**src/sfcg_defines.svh**
```systemverilog
// Constants for the serial flash command guard
`ifndef SFCG_DEFINES_SVH
`define SFCG_DEFINES_SVH

`define SFCG_OP_RESUME 8'hab
`define SFCG_OP_IDENT 8'h9f
`define SFCG_OP_SLEEP 8'hb9
`define SFCG_OP_WREN 8'h06
`define SFCG_OP_PP 8'h02
`define SFCG_OP_PP4 8'h12
`define SFCG_OP_SE 8'h20
`define SFCG_OP_SE4 8'h21
`define SFCG_OP_HBE 8'h52
`define SFCG_OP_HBE4 8'h53
`define SFCG_OP_BE 8'hd8
`define SFCG_OP_BE4 8'hdc
`define SFCG_OP_READ 8'h03
`define SFCG_OP_READ4 8'h13
`define SFCG_OP_EN4B 8'hb7
`define SFCG_OP_EX4B 8'hb8
`define SFCG_OP_CE 8'hc7
`define SFCG_OP_WRID 8'h9e
`define SFCG_BYTE_BITS 4'd8
`define SFCG_ADDR3_BYTES 3'd3
`define SFCG_ADDR4_BYTES 3'd4
`define SFCG_MASK_SECTOR 32'hfffff000
`define SFCG_MASK_HALF 32'hffff8000
`define SFCG_MASK_BLOCK 32'hffff0000
`define SFCG_LIMIT_24 32'h00ffffff
`define SFCG_ID_BYTES 4'd8
`define SFCG_LANE3_RESET_BIT 7
`define SFCG_PU_TIME_US 32'd300
`define SFCG_CLK_MHZ 32'd100
`define SFCG_PU_CYCLES (`SFCG_PU_TIME_US * `SFCG_CLK_MHZ)

`endif

```
**src/sfcg_pkg.sv**
```systemverilog
// Types for the serial flash command guard
package sfcg_pkg;
    typedef enum logic [2:0] {
        SFCG_IDLE = 3'b000,
        SFCG_OPCODE = 3'b001,
        SFCG_ADDR = 3'b010,
        SFCG_DATA = 3'b011,
        SFCG_DROP = 3'b100
    } sfcg_state_t;

    typedef enum logic [1:0] {
        SFCG_UNIT_NONE = 2'b00,
        SFCG_UNIT_SECTOR = 2'b01,
        SFCG_UNIT_HALF = 2'b10,
        SFCG_UNIT_BLOCK = 2'b11
    } sfcg_unit_t;

    typedef struct packed {
        logic modifying;
        logic four_byte;
        logic has_addr;
        logic ident;
        sfcg_unit_t unit;
    } sfcg_cmd_t;

    typedef struct packed {
        logic [7:0] opcode;
        logic [31:0] addr;
        logic modifying;
        sfcg_unit_t unit;
    } sfcg_issue_t;
endpackage : sfcg_pkg

```
**src/sfcg_sync.sv**
```systemverilog
// Two-flop synchroniser for asynchronous pins
`timescale 1ns/10ps
`default_nettype none
`include "sfcg_defines.svh"

module sfcg_sync #(
    parameter int WIDTH = 1,
    parameter logic [WIDTH-1:0] RESET_VAL = '0
) (
    // Clock and reset
    input wire logic clk_sys,
    input wire logic sys_rst,
    // Data
    input wire logic [WIDTH-1:0] async_in,
    output logic [WIDTH-1:0] sync_out
);
    logic [WIDTH-1:0] meta_reg;
    logic [WIDTH-1:0] sync_reg;

    always_ff @(posedge clk_sys or posedge sys_rst) begin
        if (sys_rst) begin
            meta_reg <= RESET_VAL;
            sync_reg <= RESET_VAL;
        end else begin
            meta_reg <= async_in;
            sync_reg <= meta_reg;
        end
    end

    assign sync_out = sync_reg;
endmodule : sfcg_sync
`default_nettype wire

```
**src/sfcg_guard.sv**
```systemverilog
// Serial flash command acceptance guard and address decoder
`timescale 1ns/10ps
`default_nettype none
`include "sfcg_defines.svh"

module sfcg_guard #(
    parameter int PU_CYCLES = `SFCG_PU_CYCLES,
    parameter logic [63:0] UNIQUE_ID = 64'h0123456789abcdef  // Arbitrary value
) (
    // Clock and reset
    input wire logic clk_sys,
    input wire logic sys_rst,
    // Serial link from host
    input wire logic spi_sck,
    input wire logic spi_cs_n,
    input wire logic spi_si,
    output logic spi_so,
    output logic spi_so_oe,
    // Lane-3 and dedicated reset pins, config and strap inputs
    input wire logic quad_lane3_reset_n,
    input wire logic dedicated_reset_n,
    input wire logic dedicated_reset_used,
    input wire logic [7:0] volatile_config_two,
    input wire logic ext_addr_default_nv,
    // Supply monitors
    input wire logic vcc_valid,
    input wire logic vcc_cutoff,
    // Status and issue to the core
    output logic deep_sleep_mode,
    output logic ext_addr_mode,
    output logic powerup_done,
    output logic hw_reset_pulse,
    output logic cmd_valid,
    output sfcg_pkg::sfcg_issue_t cmd_issue
);
    logic sck_s, cs_n_s, si_s, l3_s, rst_s, vok_s, cut_s;

    sfcg_sync #(.WIDTH(7), .RESET_VAL(7'b0101100)) u_sync (
        .clk_sys(clk_sys),
        .sys_rst(sys_rst),
        .async_in({spi_sck, spi_cs_n, spi_si, quad_lane3_reset_n,
                   dedicated_reset_n, vcc_valid, vcc_cutoff}),
        .sync_out({sck_s, cs_n_s, si_s, l3_s, rst_s, vok_s, cut_s})
    );

    function automatic sfcg_pkg::sfcg_cmd_t decode(input logic [7:0] op);
        sfcg_pkg::sfcg_cmd_t c;
        c = '{modifying: 1'b0, four_byte: 1'b0, has_addr: 1'b0, ident: 1'b0,
              unit: sfcg_pkg::SFCG_UNIT_NONE};
        unique case (op)
            `SFCG_OP_PP, `SFCG_OP_WRID: begin
                c.modifying = 1'b1;
                c.has_addr = 1'b1;
            end
            `SFCG_OP_PP4: begin
                c.modifying = 1'b1;
                c.has_addr = 1'b1;
                c.four_byte = 1'b1;
            end
            `SFCG_OP_SE, `SFCG_OP_SE4: begin
                c.modifying = 1'b1;
                c.has_addr = 1'b1;
                c.four_byte = (op == `SFCG_OP_SE4);
                c.unit = sfcg_pkg::SFCG_UNIT_SECTOR;
            end
            `SFCG_OP_HBE, `SFCG_OP_HBE4: begin
                c.modifying = 1'b1;
                c.has_addr = 1'b1;
                c.four_byte = (op == `SFCG_OP_HBE4);
                c.unit = sfcg_pkg::SFCG_UNIT_HALF;
            end
            `SFCG_OP_BE, `SFCG_OP_BE4: begin
                c.modifying = 1'b1;
                c.has_addr = 1'b1;
                c.four_byte = (op == `SFCG_OP_BE4);
                c.unit = sfcg_pkg::SFCG_UNIT_BLOCK;
            end
            `SFCG_OP_READ: c.has_addr = 1'b1;
            `SFCG_OP_READ4: begin
                c.has_addr = 1'b1;
                c.four_byte = 1'b1;
            end
            `SFCG_OP_CE, `SFCG_OP_EN4B, `SFCG_OP_EX4B, `SFCG_OP_SLEEP: c.modifying = 1'b1;
            `SFCG_OP_IDENT: c.ident = 1'b1;
            default: c = c;
        endcase
        decode = c;
    endfunction : decode

    // Control state
    sfcg_pkg::sfcg_state_t state_reg, state_next;
    logic [31:0] pu_cnt_reg, pu_cnt_next;
    logic pu_done_reg, pu_done_next;
    logic sleep_reg, sleep_next;
    logic ext_reg, ext_next;
    logic strap_pend_reg, strap_pend_next;
    logic sck_d_reg, sck_d_next;
    logic [2:0] bit_reg, bit_next;
    logic [7:0] shift_reg, shift_next;
    logic [7:0] op_reg, op_next;
    logic [2:0] abytes_reg, abytes_next;
    logic [2:0] acnt_reg, acnt_next;
    logic [31:0] addr_reg, addr_next;
    logic [3:0] id_idx_reg, id_idx_next;
    logic so_reg, so_next;
    logic so_oe_reg, so_oe_next;
    logic valid_reg, valid_next;
    sfcg_pkg::sfcg_issue_t issue_reg, issue_next;
    logic hwrst_reg, hwrst_next;
    logic l3_d_reg, l3_d_next;
    logic rst_d_reg, rst_d_next;

    // Datapath helpers
    sfcg_pkg::sfcg_cmd_t cur;
    logic sck_rise, sck_fall, lane3_en, reset_fall;
    logic [7:0] byte_in;
    logic [7:0] id_byte;

    assign sck_rise = sck_s & ~sck_d_reg;
    assign sck_fall = ~sck_s & sck_d_reg;
    assign lane3_en = volatile_config_two[`SFCG_LANE3_RESET_BIT];
    assign reset_fall = (lane3_en & ~l3_s & l3_d_reg)
        | (dedicated_reset_used & ~rst_s & rst_d_reg);
    assign byte_in = {shift_reg[6:0], si_s};
    assign cur = decode(op_reg);
    assign id_byte = UNIQUE_ID[63 - 8 * id_idx_reg[2:0] -: 8];

    always_comb begin
        state_next = state_reg;
        pu_cnt_next = pu_cnt_reg;
        pu_done_next = pu_done_reg;
        sleep_next = sleep_reg;
        ext_next = ext_reg;
        strap_pend_next = 1'b0;
        sck_d_next = sck_s;
        l3_d_next = l3_s;
        bit_next = bit_reg;
        shift_next = shift_reg;
        op_next = op_reg;
        abytes_next = abytes_reg;
        acnt_next = acnt_reg;
        addr_next = addr_reg;
        id_idx_next = id_idx_reg;
        so_next = so_reg;
        so_oe_next = so_oe_reg;
        valid_next = 1'b0;
        issue_next = issue_reg;
        hwrst_next = 1'b0;
        rst_d_next = rst_s;
        // Strap taken one cycle after reset release
        if (strap_pend_reg) begin
            ext_next = ext_addr_default_nv;
        end
        // Power-up wait, restarts on supply dip; host keeps off meanwhile
        if (!vok_s) begin
            pu_cnt_next = '0;
            pu_done_next = 1'b0;
        end else if (!pu_done_reg) begin
            if (pu_cnt_reg >= PU_CYCLES - 1) begin
                pu_done_next = 1'b1;
            end
            pu_cnt_next = pu_cnt_reg + 32'd1;
        end
        if (reset_fall) begin
            hwrst_next = 1'b1;
            sleep_next = 1'b0;
            ext_next = ext_addr_default_nv;
            state_next = sfcg_pkg::SFCG_IDLE;
            so_oe_next = 1'b0;
        end else if (cs_n_s) begin
            // Frame end: judge modifying commands on the byte count
            if (state_reg == sfcg_pkg::SFCG_DATA && cur.modifying && bit_reg == 3'd0
                && !(cur.has_addr && acnt_reg != abytes_reg)) begin
                valid_next = 1'b1;
                issue_next.opcode = op_reg;
                issue_next.modifying = 1'b1;
                issue_next.unit = cur.unit;
                if (op_reg == `SFCG_OP_EN4B) ext_next = 1'b1;
                if (op_reg == `SFCG_OP_EX4B) ext_next = 1'b0;
                if (op_reg == `SFCG_OP_SLEEP) sleep_next = 1'b1;
            end
            state_next = sfcg_pkg::SFCG_IDLE;
            so_oe_next = 1'b0;
        end else begin
            unique case (state_reg)
                sfcg_pkg::SFCG_IDLE: begin
                    bit_next = 3'd0;
                    acnt_next = 3'd0;
                    id_idx_next = 4'd0;
                    addr_next = '0;
                    // Powerup gate is defensive; already binds the host
                    state_next = (cut_s || !pu_done_reg) ? sfcg_pkg::SFCG_DROP
                                                         : sfcg_pkg::SFCG_OPCODE;
                end
                sfcg_pkg::SFCG_OPCODE: if (sck_rise) begin
                    shift_next = byte_in;
                    bit_next = bit_reg + 3'd1;
                    if (bit_reg == 3'd7) begin
                        op_next = byte_in;
                        state_next = sfcg_pkg::SFCG_DATA;
                        if (sleep_reg) begin
                            if (byte_in == `SFCG_OP_RESUME) sleep_next = 1'b0;
                            state_next = sfcg_pkg::SFCG_DROP;
                        end else if (decode(byte_in).has_addr) begin
                            state_next = sfcg_pkg::SFCG_ADDR;
                            abytes_next = (decode(byte_in).four_byte || ext_reg)
                                ? `SFCG_ADDR4_BYTES : `SFCG_ADDR3_BYTES;
                        end
                        issue_next.opcode = byte_in;
                        issue_next.modifying = decode(byte_in).modifying;
                        issue_next.unit = decode(byte_in).unit;
                        // Outside sleep, opcodes with no address, no modify and no ident are accepted at opcode time; reads wait for the address
                        valid_next = !decode(byte_in).modifying && !sleep_reg
                            && !decode(byte_in).ident && !decode(byte_in).has_addr;
                    end
                end
                sfcg_pkg::SFCG_ADDR: if (sck_rise) begin
                    shift_next = byte_in;
                    bit_next = bit_reg + 3'd1;
                    if (bit_reg == 3'd7) begin
                        addr_next = {addr_reg[23:0], byte_in};
                        acnt_next = acnt_reg + 3'd1;
                        if (acnt_reg + 3'd1 == abytes_reg) begin
                            state_next = sfcg_pkg::SFCG_DATA;
                            // 24-bit mode limits reach to 16 MBytes
                            if (abytes_reg == `SFCG_ADDR3_BYTES)
                                addr_next = {8'h00, addr_reg[15:0], byte_in}
                                    & `SFCG_LIMIT_24;
                            valid_next = !cur.modifying;
                        end
                    end
                end
                sfcg_pkg::SFCG_DATA: begin
                    if (sck_rise) begin
                        shift_next = byte_in;
                        bit_next = bit_reg + 3'd1;
                    end
                    if (cur.ident && sck_fall) begin
                        so_oe_next = 1'b1;
                        so_next = id_byte[3'd7 - bit_reg];
                        if (bit_reg == 3'd7 && id_idx_reg < `SFCG_ID_BYTES - 4'd1)
                            id_idx_next = id_idx_reg + 4'd1;
                    end
                    // Identification space is never a write target
                    if (op_reg == `SFCG_OP_WRID) state_next = sfcg_pkg::SFCG_DROP;
                end
                sfcg_pkg::SFCG_DROP: state_next = sfcg_pkg::SFCG_DROP;
                default: state_next = sfcg_pkg::SFCG_IDLE;
            endcase
        end
        if (valid_next) begin
            unique case (issue_next.unit)
                sfcg_pkg::SFCG_UNIT_SECTOR: issue_next.addr = addr_next & `SFCG_MASK_SECTOR;
                sfcg_pkg::SFCG_UNIT_HALF: issue_next.addr = addr_next & `SFCG_MASK_HALF;
                sfcg_pkg::SFCG_UNIT_BLOCK: issue_next.addr = addr_next & `SFCG_MASK_BLOCK;
                sfcg_pkg::SFCG_UNIT_NONE: issue_next.addr = addr_next;
            endcase
        end
    end

    always_ff @(posedge clk_sys or posedge sys_rst) begin
        if (sys_rst) begin
            state_reg <= sfcg_pkg::SFCG_IDLE;
            pu_cnt_reg <= '0;
            pu_done_reg <= 1'b0;
            sleep_reg <= 1'b0;
            ext_reg <= 1'b0;
            strap_pend_reg <= 1'b1;
            sck_d_reg <= 1'b0;
            l3_d_reg <= 1'b1;
            rst_d_reg <= 1'b1;
            bit_reg <= 3'd0;
            shift_reg <= 8'h00;
            op_reg <= 8'h00;
            abytes_reg <= `SFCG_ADDR3_BYTES;
            acnt_reg <= 3'd0;
            addr_reg <= 32'h00000000;
            id_idx_reg <= 4'd0;
            so_reg <= 1'b0;
            so_oe_reg <= 1'b0;
            valid_reg <= 1'b0;
            issue_reg <= '0;
            hwrst_reg <= 1'b0;
        end else begin
            state_reg <= state_next;
            pu_cnt_reg <= pu_cnt_next;
            pu_done_reg <= pu_done_next;
            sleep_reg <= sleep_next;
            ext_reg <= ext_next;
            strap_pend_reg <= strap_pend_next;
            sck_d_reg <= sck_d_next;
            l3_d_reg <= l3_d_next;
            rst_d_reg <= rst_d_next;
            bit_reg <= bit_next;
            shift_reg <= shift_next;
            op_reg <= op_next;
            abytes_reg <= abytes_next;
            acnt_reg <= acnt_next;
            addr_reg <= addr_next;
            id_idx_reg <= id_idx_next;
            so_reg <= so_next;
            so_oe_reg <= so_oe_next;
            valid_reg <= valid_next;
            issue_reg <= issue_next;
            hwrst_reg <= hwrst_next;
        end
    end

    assign spi_so = so_reg;
    assign spi_so_oe = so_oe_reg;
    assign deep_sleep_mode = sleep_reg;
    assign ext_addr_mode = ext_reg;
    assign powerup_done = pu_done_reg;
    assign hw_reset_pulse = hwrst_reg;
    assign cmd_valid = valid_reg;
    assign cmd_issue = issue_reg;
endmodule : sfcg_guard
`default_nettype wire

```
**config.mk**
```make
export PLATFORM = sky130hd
export DESIGN_NAME = sfcg_guard
export DESIGN_NICKNAME = d
export VERILOG_FILES = /design/src/sfcg_pkg.sv /design/src/sfcg_sync.sv /design/src/sfcg_guard.sv
export VERILOG_INCLUDE_DIRS = /design/src
export SDC_FILE = /design/constraint.sdc
export NUM_CORES = 1
export LEC_CHECK = 0
export BUFFER_PORTS_ARGS = -buffer_cell sky130_fd_sc_hd__buf_4
export CAP_MARGIN = 20
export CORE_MARGIN = 5
export CORE_UTILIZATION = 40
export CTS_CLUSTER_DIAMETER = 120
export DETAILED_ROUTE_END_ITERATION = 10
export GPL_TIMING_DRIVEN = 0
export PLACE_DENSITY = 0.6
export SYNTH_ARGS = -nofsm -noshare
export SYNTH_HDL_FRONTEND = slang
export SYNTH_HIERARCHICAL = 1
export SYNTH_SLANG_ARGS = --single-unit
```
**constraint.sdc**
```tcl
create_clock -name clk_sys -period 6.9 [get_ports clk_sys]
set_clock_uncertainty 0.1 [all_clocks]
set_input_delay 1.38 -clock clk_sys [delete_from_list [all_inputs] [get_ports clk_sys]]
set_output_delay 1.38 -clock clk_sys [all_outputs]
set_load 0.1 [all_outputs]
```
==> results.txt, run 1 <==
----------------------------------------------------
[Floorplanning]
  Width of the die ... around 150 um
  Placeable core region ... between 15000 and 20000 um^2
  Floorplan die height ... between 100 and 150 um
  Initial cell density of the core ... 40.9%
  Total Die Area ... approximately 21000 um^2
  Standard-cell row count ... 49
  IO Pins ... 69

[Clock tree]
  Reg clk slew, reported paths ... around 0.07 ns
  Clk sink count ... 162
  TritonCTS clock tree ... done
  Clock buffer count from CTS ... 17
  Post-CTS Resized ... 0
  Source-to-sink clock delay at the later pin of the worst-skew pair ... about 0.43 ns
  Post-CTS setup buffers ... 0
  # hold bufs at CTS ... 0
  Max H-tree Level ... 4
  Max Buffers Root-to-Sink ... 2
  Cell at the root of the clock tree ... clkbuf_16

[Setup path]
  Family with the most delay on the worst path ... simple AND/OR/NAND/NOR gates
  Cell type of the slowest stage on the worst timing path ... or4b_2
  Critical R2R Capture ... cmd_issue[19]$_DFFE_PP0P_
  Endpoint class of the critical path ... flip-flop
  Arrival time at the worst endpoint ... around 3.9 ns
  Maximum fanout count along the critical path ... 8
  Flop-to-flop setup slack ... 3.51 ns
  Critical path, cell by cell ... buf_4, nand3b_1, nand3_2, or4b_2, nor3_2, or3b_1, a2111oi_1, a21oi_1
  Critical path data required time ... between 7 and 8 ns
  Buf/Inv on CP ... 1
  Critical Path Source Type ... input pin
  Highest cell delay on the worst timing path ... slightly below 0.7 ns
  Critical path class ... input pin to flip-flop
  Reg-to-reg startpoint ... shift_reg[0]$_DFFE_PP0P_
  Number of cells on the worst reg-to-reg path ... 8

[Power]
  Power per unit of standard cell area ... between 200 and 250 nW/um^2
  Peak supply drop ... approximately 180 uV
  Static leakage power ... about 4 nW

[STA]
  Slew @ Worst Pin ... between 0.8 and 0.9 ns
  Fin Hold WS ... roughly 0.25 ns
  Min Tclk post-route ... approximately 3.7 ns
  Setup repair after global routing missed its margin ... no
  Worst relative slew slack ... 43.7%
  Number of hold-slack violations in the final timing report ... 0
  Timing-limited maximum frequency ... around 270 MHz
  Final Max Slew Viols ... 0
  Share of the clock period used by the worst path after layout ... around 53%
  Final count of negative-setup-slack endpoints ... 0

[Synth]
  Net Count, Synth ... just under 700
  Most used standard cell by instance count after synthesis ... dfrtp_1
  Share of synthesized registers carrying an async set or reset ... 100%
  Number of flops mapped to enable cells by yosys ... 0
  Mean instance size in the synthesized netlist ... 11.3 um^2
  Ys flop type ... dfrtp_1
  Sequential area share after synthesis ... between 50% and 60%
  Top post-synthesis cells by area ... dfrtp_1 (51%), a22o_1 (5.7%), mux2_2 (3.8%), dfstp_2 (3.5%), xnor2_1 (2.4%)
  Syn. warnings ... 6
  List of most frequent post-synthesis cells ... dfrtp_1 (152), a22o_1 (48), nand2_1 (36)
  Post-synthesis register bit count ... ~160
  Top cell type by total area after synthesis ... dfrtp_1
  Gate count of the mapped netlist ... ~660
  Synthesized cell area ... 7430 um^2
  Number of distinct library cells after synthesis ... between 70 and 80
  Area share of the leading cell type in the synthesized netlist ... 51.2%

[Final layout]
  Layout cell share with drive strength beyond 1 ... between 20% and 30%
  Multi-input combinational cell area ... between 3000 and 4000 um^2
  Final nets ... about 760
  Final core area utilization ... between 40% and 50%
  Antenna Cells ... 0
  Number of flip-flops under the largest register name ... 43
  Area delta synth->final ... 18.2%
  Fill cells ... approximately 1600
  Sequential standard cell area ... 4070 um^2
  Fin area ... 8780 um^2

[Global routing]
  Initial antenna violation count ... 0
  Met1 demand-to-capacity share in global routing ... 23.3%
  Met3 track demand over resource in global routing ... under 10%
  Met2 capacity usage during global routing ... around 25%
  Overall overflow remaining after global route ... 0
  GRT Resource Usage Total ... 16.4%
  Vias in the first global route ... 5449
  Largest net degree at the start of global routing ... 84
  Global route hottest layer ... met2
  Global-route wire length before repair ... roughly 29 mm

[Drt]
  Antenna Nets Post-Route ... 0
  Total iterations of the first detailed-routing run ... 5
  Vias ... ~5400
  Routed WL per cell ... about 18 um
  Initial drt markers ... ~400
  Post-detailed-route DRC marker count ... 0
  Total routed wirelength ... 17.3 mm
  Via-to-Cell Ratio ... around 5.5

[Min path]
  Hold worst-path end ... u_sync/sync_out[6]$_DFF_PP0_
  Worst min-delay path class ... flip-flop to flip-flop
  Hold path startpoint ... u_sync/meta_reg[6]$_DFF_PP0_
  Depth of the worst hold-timing path ... 0

[Run status]
  Result of the run ... finished clean

[Run]
  Max Cap Violations ... 0

[Place]
  Placed inst area ... slightly above 8000 um^2
  DPL Wire Length ... around 12 mm
  Weighted congestion at the end of routability-driven global placement ... ~0.9
  Number of port buffers ... between 60 and 70

----------------------------------------------------
## power breakdown
part           internal [mW]  switching, mW
sequential             0.960        0.00655
combinational         0.0165         0.0498
clock                  0.481          0.429
total                   1.46          0.485
## cells in the final DEF (no fill, tap or decap), types with 11 or more instances in the layout
| master | netlist | final |
|---|---|---|
| and2_1 | 27 | 27 |
| nand2_1 | 36 | 36 |
| buf_4 | 3 | 64 |
| clkbuf_16 | 0 | 17 |
| clkbuf_1 | 25 | 26 |
| inv_1 | 27 | 26 |
| dfrtp_1 | 152 | 152 |
| a22o_1 | 48 | 48 |
| o21ai_0 | 17 | 17 |
| nand3_1 | 14 | 14 |
| xnor2_1 | 20 | 20 |
| a21oi_1 | 21 | 21 |
| mux2_2 | 25 | 25 |
| o22ai_1 | 11 | 11 |
| nor3_1 | 17 | 17 |
| nor2_1 | 32 | 32 |
## through the flow
step	instances	setup TNS, ns	total power [mW]	setup slack (ns)
2_1_floorplan	655	0	1.03	1.45
3_3_place_gp	945	-29.06	1.05	-0.215
3_5_place_dp	946	0	1.05	2.76
4_1_cts	978	0	1.97	3.21
5_1_grt	979	0	2.01	3.10
6_report	979	0	1.94	3.23
## area by class of cell
class,instances,share of cell area (%)
tap,229,3.26
timing repair buffer,63,5.58
buffer,34,1.74
clock buffer,18,4.89
clock inverter,14,1.64
inverter,29,1.30
multi-input combinational,430,35.3
sequential,162,46.3
## worst max path at each step
stage | cells past startpoint | slack, ns | startpoint | endpoint
floorplan | 1 | 1.45 | sys_rst | abytes_reg[2]$_DFFE_PP0P_
global placement | 2 | -0.21 | sys_rst | cmd_issue[22]$_DFFE_PP0P_
detailed placement | 8 | 2.76 | dedicated_reset_used | abytes_reg[2]$_DFFE_PP0P_
CTS | 8 | 3.21 | volatile_config_two[7] | abytes_reg[2]$_DFFE_PP0P_
global route | 8 | 3.10 | dedicated_reset_used | abytes_reg[2]$_DFFE_PP0P_
finish | 8 | 3.23 | volatile_config_two[7] | abytes_reg[2]$_DFFE_PP0P_
## cells by family after synthesis
group | after synthesis | synth area share, %
flops | 162 | 54.7
other cells | 1 | 0.0505
fa+ha+maj | 6 | 1.01
mux | 33 | 5.10
xor+xnor | 30 | 3.74
simple gates | 223 | 17.9
buf+inv | 63 | 3.52
compound gates | 137 | 14.0
## layer usage
layer  share of wire (%)  vias up
met5                   0        -
met4                 1.7        0
met3                 4.6       24
met2                  47      122
met1                  47     2730
li1                    -     2547
No activity file was read; power rests on OpenSTA's default activity.
==> run 2: changes to the inputs <==
==> constraint.sdc (replaced) <==
create_clock -name clk_sys -period 3.4 [get_ports clk_sys]
set_clock_uncertainty 0.1 [all_clocks]
set_input_delay 0.68 -clock clk_sys [delete_from_list [all_inputs] [get_ports clk_sys]]
set_output_delay 0.68 -clock clk_sys [all_outputs]
set_load 0.1 [all_outputs]
==> run 2 against run 1 <==
Against the previous run: first-iteration DRC count increased by 20%; clock power grew 110%; register-to-register slack worse by 3.3 ns; highest routed layer unchanged; worst setup slack got worse by 3.0 ns; sequential power up 100%; largest cell class unchanged.
==> results.txt, run 2 (synthesized netlist as in run 1, its figures left out) <==
----------------------------------------------------
[Run status]
  Result of the run ... finished clean

[Global routing]
  Initial antenna violation count ... 0 (unchanged)
  Overall overflow remaining after global route ... 0 (unchanged)
  Global-route wire length before repair ... 28.9 mm (+0.72%)
  Largest net degree at the start of global routing ... 42 (-50%)
  GRT Resource Usage Total ... 16.6% (+0.17 points)
  Vias in the first global route ... 5478 (+0.53%)

[Floorplanning]
  Floorplan die height ... 146 um (unchanged)
  Initial cell density of the core ... 40.9% (unchanged)
  Width of the die ... 146 um (unchanged)
  IO Pins ... 69 (unchanged)
  Standard-cell row count ... 49 (unchanged)
  Placeable core region ... 18100 um^2 (unchanged)
  Total Die Area ... 21400 um^2 (unchanged)

[Drt]
  Via-to-Cell Ratio ... 5.52 (-0.40%)
  Initial drt markers ... 477 (+20%)
  Total iterations of the first detailed-routing run ... 5 (unchanged)
  Routed WL per cell ... 17.5 um (-0.85%)
  Post-detailed-route DRC marker count ... 0 (unchanged)
  Vias ... 5440 (+0.31%)
  Antenna Nets Post-Route ... 0 (unchanged)
  Total routed wirelength ... 17.3 mm (-0.14%)

[Final layout]
  Layout cell share with drive strength beyond 1 ... 22.6% (+1.1 points)
  Number of flip-flops under the largest register name ... 43 (unchanged)
  Final core area utilization ... 49.2% (+0.74 points)
  Area delta synth->final ... 20.1%
  Antenna Cells ... 0 (unchanged)
  Fill cells ... 1644 (+0.18%)
  Final nets ... 769 (+0.92%)
  Commonest cells after routing, fill and taps aside ... dfrtp_1 (152), buf_4 (66), a22o_1 (48), nand2_1 (36), nor2_1 (32)
  Most frequent standard cell in the layout excluding fill and tap cells ... dfrtp_1

[Min path]
  Worst min-delay path class ... input pin to async pin

[Setup path]
  Critical path class ... flip-flop to flip-flop
  Maximum fanout count along the critical path ... 10 (+2)
  Cell type of the slowest stage on the worst timing path ... or4_1
  Family with the most delay on the worst path ... simple AND/OR/NAND/NOR gates
  Endpoint class of the critical path ... flip-flop
  Critical path data required time ... 3.67 ns (-3.42 ns)
  Arrival time at the worst endpoint ... 3.48 ns (-0.38 ns)
  Flop-to-flop setup slack ... 0.19 ns (-3.32 ns)
  Buf/Inv on CP ... 3 (+2)
  Highest cell delay on the worst timing path ... 0.55 ns (-0.14 ns)
  Critical path, cell by cell ... ha_1, ha_1, nand3b_1, or4_1, a311oi_1, and4b_1, a211oi_4, buf_12, buf_12, nor4_4, buf_6, a22o_1
  Critical Path Source Type ... flip-flop

[Place]
  Number of port buffers ... 61 (unchanged)
  Weighted congestion at the end of routability-driven global placement ... 0.895 (-1.1%)
  DPL Wire Length ... 12.5 mm (+1.3%)

[STA]
  Slew @ Worst Pin ... 0.822 ns (-0.0179 ns)
  Setup repair after global routing missed its margin ... no
  Number of hold-slack violations in the final timing report ... 0 (unchanged)
  Worst relative slew slack ... 44.9% (+1.2 points)
  Final count of negative-setup-slack endpoints ... 0 (unchanged)
  Timing-limited maximum frequency ... ~310 MHz
  Final Max Slew Viols ... 0 (unchanged)
  Min Tclk post-route ... between 3 and 4 ns
  Share of the clock period used by the worst path after layout ... between 90% and 100%

[Clock tree]
  Clk sink count ... 162 (unchanged)
  # hold bufs at CTS ... 0 (unchanged)
  Source-to-sink clock delay at the later pin of the worst-skew pair ... 0.43 ns (about the same)
  Max Buffers Root-to-Sink ... 2 (unchanged)
  TritonCTS clock tree ... done
  Max H-tree Level ... 4 (unchanged)
  Cell at the root of the clock tree ... clkbuf_16
  Reg clk slew, reported paths ... 0.07 ns (about the same)
  Clock buffer count from CTS ... 17 (unchanged)

[Power]
  Peak supply drop ... 364 uV (+100%)
  Power per unit of standard cell area ... 447 nW/um^2 (+100%)
  Total power of the final layout ... 3.99 mW (+110%)
  Static leakage power ... 4.08 nW (+1.6%)

[Run]
  Max Cap Violations ... 0 (unchanged)

----------------------------------------------------
-- run 2: cell count changes in the layout (fill, tap and decap cells not counted), sizes merged --
| cell | delta |
|---|---|
| inv | -1 |
| buf | +7 |
| clkbuf | -1 |
| clkinv | +2 |
-- run 2: path summary, 6_finish.rpt --
kind / start / endpoint / depth (start not counted)
setup / recovery: bit_reg[0]$_DFFE_PP0P_ / cmd_issue[11]$_DFFE_PP0P_ / 12
hold / removal: sys_rst / u_sync/sync_out[0]$_DFF_PP0_ / 2
setup reg to reg: bit_reg[0]$_DFFE_PP0P_ / cmd_issue[11]$_DFFE_PP0P_ / 12
hold reg to reg: u_sync/meta_reg[3]$_DFF_PP1_ / u_sync/sync_out[3]$_DFF_PP1_ / 0
max in group asynchronous: sys_rst / addr_reg[2]$_DFF_PP0_ / 5
min in group clk_sys: quad_lane3_reset_n / u_sync/meta_reg[3]$_DFF_PP1_ / 1
-- run 2: area by class of cell --
| class | instances | area [um^2] | share of cell area, % |
|---|---|---|---|
| clock buffers | 17 | 425 | 4.77 |
| clock inverters | 15 | 166 | 1.87 |
| repair buffers | 70 | 598 | 6.71 |
| multi-input cells | 430 | 3110 | 34.9 |
| inverters | 29 | 113 | 1.26 |
| flip-flops and latches | 162 | 4070 | 45.6 |
| well taps | 229 | 287 | 3.21 |
| plain buffers | 34 | 153 | 1.71 |
-- run 2: per-stage QoR --
stage               cells  area [um^2]  worst slack, ns  hold WS (ns)  setup TNS (ns)
floorplan             655         7430            0.298         0.231               0
global placement      945         8180           -0.177         0.235          -23.13
detailed placement    949         8260          -0.0583         0.239         -0.0699
CTS                   981         8850           0.0187         0.191               0
global route          986         8920           0.0346         0.233               0
finish                986         8920            0.195         0.195               0
-- run 2: what timing repair did --
item                                    CTS  global route
endpoints found under the setup margin    0            27
resized for setup                         0             2
buffers inserted                          0             4
-- run 2: report_power, final --
| group | internal (mW) | leakage, nW | switching (mW) | total [mW] |
|---|---|---|---|---|
| logic | 0.0394 | 1.67 | 0.101 | 0.141 |
| registers | 1.95 | 2.12 | 0.0140 | 1.96 |
| clock network | 0.985 | 0.287 | 0.903 | 1.89 |
| total | 2.97 | 4.08 | 1.02 | 3.99 |
-- run 2: layer usage --
layer  share of wire (%)  global-route usage [%]
met5                   0                       0
met4                 1.7                    5.88
met3                 5.3                    3.25
met2                  47                    25.8
met1                  46                    23.3
==> run 3: changes to the inputs <==
--- a/config.mk
+++ b/config.mk
@@ -13,6 +13,7 @@
 export CTS_CLUSTER_DIAMETER = 120
 export DETAILED_ROUTE_END_ITERATION = 10
 export GPL_TIMING_DRIVEN = 0
+export MAX_ROUTING_LAYER = met4
 export PLACE_DENSITY = 0.6
 export SYNTH_ARGS = -nofsm -noshare
 export SYNTH_HDL_FRONTEND = slang
==> run 3 against run 2 <==
Against the previous run: die area stayed put; routed wire length is 1.2% higher; design area about the same; worst setup slack lost 0.013 ns; clock power grew 2%; power up 1.1%; critical endpoint is now cmd_issue[9]$_DFFE_PP0P_; sequential share of layout area about the same; sequential power about the same; critical path type unchanged; critical path depth decreased by 1.
==> results.txt, run 3 (synthesized netlist as in run 1, its figures left out) <==
----------------------------------------------------
[Setup path]
  Cell type of the slowest stage on the worst timing path ... or4_1
  Critical path class ... flip-flop to flip-flop
  Maximum fanout count along the critical path ... 10 (unchanged)
  Family with the most delay on the worst path ... simple AND/OR/NAND/NOR gates
  Dominant cell type by count on the critical path ... ha_1
  Highest cell delay on the worst timing path ... 0.56 ns (about the same)
  Critical R2R Capture ... cmd_issue[9]$_DFFE_PP0P_
  Critical path data required time ... 3.67 ns (about the same)
  Critical Path Source Type ... flip-flop
  Arrival time at the worst endpoint ... 3.49 ns (about the same)
  Critical path, cell by cell ... ha_1, ha_1, nand3b_1, or4_1, a311oi_1, and4b_1, a211oi_4, buf_12, nor4_4, buf_6, a22o_1
  Number of cells on the worst reg-to-reg path ... 11 (-1)
  Reg-to-reg startpoint ... bit_reg[0]$_DFFE_PP0P_
  Buf/Inv on CP ... 2 (-1)
  Flop-to-flop setup slack ... 0.18 ns (about the same)
  Endpoint class of the critical path ... flip-flop

[Global routing]
  Largest net degree at the start of global routing ... 46 (+9.5%)
  GRT Resource Usage Total ... 17.1% (+0.54 points)
  Vias in the first global route ... 5514 (+0.66%)
  Global-route wire length before repair ... 29.1 mm (+0.40%)
  Overall overflow remaining after global route ... 0 (unchanged)
  Initial antenna violation count ... 0 (unchanged)

[Place]
  Placed inst area ... 8260 um^2 (unchanged)
  Post-Place Setup Slack ... -0.0441 ns (+0.0142 ns)
  DPL Wire Length ... 12.7 mm (+1.4%)
  Weighted congestion at the end of routability-driven global placement ... 0.907 (+1.4%)
  Number of port buffers ... 61 (unchanged)
  Placed cell count ... 949 (unchanged)

[Final layout]
  Area delta synth->final ... 19.9% (about the same)
  Fin area ... 8910 um^2 (about the same)
  Most frequent standard cell in the layout excluding fill and tap cells ... dfrtp_1
  Sequential standard cell area ... 4070 um^2 (unchanged)
  Final nets ... 768 (-0.13%)
  Layout cell share with drive strength beyond 1 ... 22.2% (-0.37 points)
  Commonest cells after routing, fill and taps aside ... dfrtp_1 (152), buf_4 (66), a22o_1 (48), nand2_1 (36), nor2_1 (32)
  Number of flip-flops under the largest register name ... 43 (unchanged)
  Final standard cell count with taps included and fillers excluded ... 985 (-0.10%)
  Multi-input combinational cell area ... 3100 um^2 (-0.32%)
  Antenna Cells ... 0 (unchanged)
  Fill cells ... 1670 (+1.6%)

[STA]
  Fin Hold WS ... 0.202 ns (+0.00719 ns)
  Final count of negative-setup-slack endpoints ... 0 (unchanged)
  Min Tclk post-route ... 3.22 ns (+0.0127 ns)
  Final critical-path setup slack ... 0.182 ns (-0.0127 ns)
  Worst relative slew slack ... 42.2% (-2.7 points)
  Final Max Slew Viols ... 0 (unchanged)
  Setup repair after global routing missed its margin ... no
  Share of the clock period used by the worst path after layout ... 94.7% (+0.37 points)
  Timing-limited maximum frequency ... 311 MHz (-0.40%)
  Number of hold-slack violations in the final timing report ... 0 (unchanged)
  Slew @ Worst Pin ... 0.862 ns (+0.0401 ns)

[Clock tree]
  Reg clk slew, reported paths ... 0.07 ns (about the same)
  Clock buffer count from CTS ... 17 (unchanged)
  Source-to-sink clock delay at the later pin of the worst-skew pair ... 0.43 ns (about the same)
  Clk sink count ... 162 (unchanged)
  TritonCTS clock tree ... done
  Max H-tree Level ... 4 (unchanged)
  Cell at the root of the clock tree ... clkbuf_16
  Post-CTS Resized ... 0 (unchanged)
  # hold bufs at CTS ... 0 (unchanged)
  Max Buffers Root-to-Sink ... 2 (unchanged)

[Drt]
  Total iterations of the first detailed-routing run ... 5 (unchanged)
  Total routed wirelength ... 17.5 mm (+1.2%)
  Routed WL per cell ... 17.7 um (+1.3%)
  Initial drt markers ... 496 (+4.0%)
  Vias ... 5452 (+0.22%)
  Antenna Nets Post-Route ... 0 (unchanged)
  Post-detailed-route DRC marker count ... 0 (unchanged)
  Via-to-Cell Ratio ... 5.54 (+0.32%)

[Floorplanning]
  Width of the die ... 146 um (unchanged)
  Initial cell density of the core ... 40.9% (unchanged)
  IO Pins ... 69 (unchanged)
  Floorplan die height ... 146 um (unchanged)
  Total Die Area ... 21400 um^2 (unchanged)
  Standard-cell row count ... 49 (unchanged)
  Placeable core region ... 18100 um^2 (unchanged)

[Power]
  Sequential Power Share ... 48.6% (-0.5 points)
  Internal power ... 2.99 mW (+0.46%)
  Comb pwr share ... 3.5% (about the same)
  Total power of the final layout ... 4.03 mW (+1.1%)
  Clock network fraction of design power ... 47.9% (+0.6 points)
  Power per unit of standard cell area ... 453 nW/um^2 (+1.2%)
  Peak supply drop ... 395 uV (+8.5%)
  Switching share of power ... 26.0% (+0.47 points)
  Static leakage power ... 4.07 nW (-0.15%)
  Sw power ... 1.05 mW (+3.0%)

[Min path]
  Worst min-delay path class ... input pin to async pin

[Run status]
  Result of the run ... finished clean

[Run]
  Max Cap Violations ... 0 (unchanged)

----------------------------------------------------
[run 3: layer usage]
metal  vias to the layer above  global-route usage, %  wire (um)
met1                      2711                   23.4       8180
met2                       151                   25.9       8160
li1                       2568                      -          -
met4                         0                   4.56        258
met3                        22                   4.03        853
met5                         -                      -          0
[run 3: final cells by class]
class                   count  share of cell area, %
plain buffers              34                   1.71
clock buffers              17                   4.77
clock inverters            15                   2.11
inverters                  29                   1.26
multi-input cells         430                   34.8
flip-flops and latches    162                   45.6
well taps                 229                   3.22
repair buffers             69                   6.49
[run 3: timing repair]
action                                  CTS  global route
endpoints found under the setup margin    4            13
buffers inserted                          0             3
pin swaps                                 1             1
[run 3: worst max path at each step]
stage	cells past startpoint	from	slack, ns	end
2_1_floorplan	9	powerup_done$_DFF_PP0_	0.30	pu_cnt_reg[31]$_DFFE_PP0P_
3_3_place_gp	2	sys_rst	-0.14	addr_reg[26]$_DFF_PP0_
3_5_place_dp	8	shift_reg[4]$_DFFE_PP0P_	-0.04	cmd_issue[20]$_DFFE_PP0P_
4_1_cts	8	shift_reg[4]$_DFFE_PP0P_	0.02	cmd_issue[21]$_DFFE_PP0P_
5_1_grt	11	bit_reg[0]$_DFFE_PP0P_	0.02	cmd_issue[4]$_DFFE_PP0P_
6_report	11	bit_reg[0]$_DFFE_PP0P_	0.18	cmd_issue[9]$_DFFE_PP0P_
[run 3: power groups by stage]
stage	combinational (mW)	clock, mW	sequential, mW
floorplan	0.0712	0	2.01
global placement	0.129	0	2.00
detailed placement	0.144	0	2.00
CTS	0.145	1.98	1.96
global route	0.159	2.07	1.96
finish	0.142	1.93	1.96
[run 3: per-stage QoR]
stage | setup TNS, ns | util (%)
after floorplan | 0 | -
after global placement | -17.64 | 45.1
after detailed placement | -0.172 | 45.5
after CTS | 0 | 48.9
after global routing | 0 | 49.1
final | 0 | 49.1
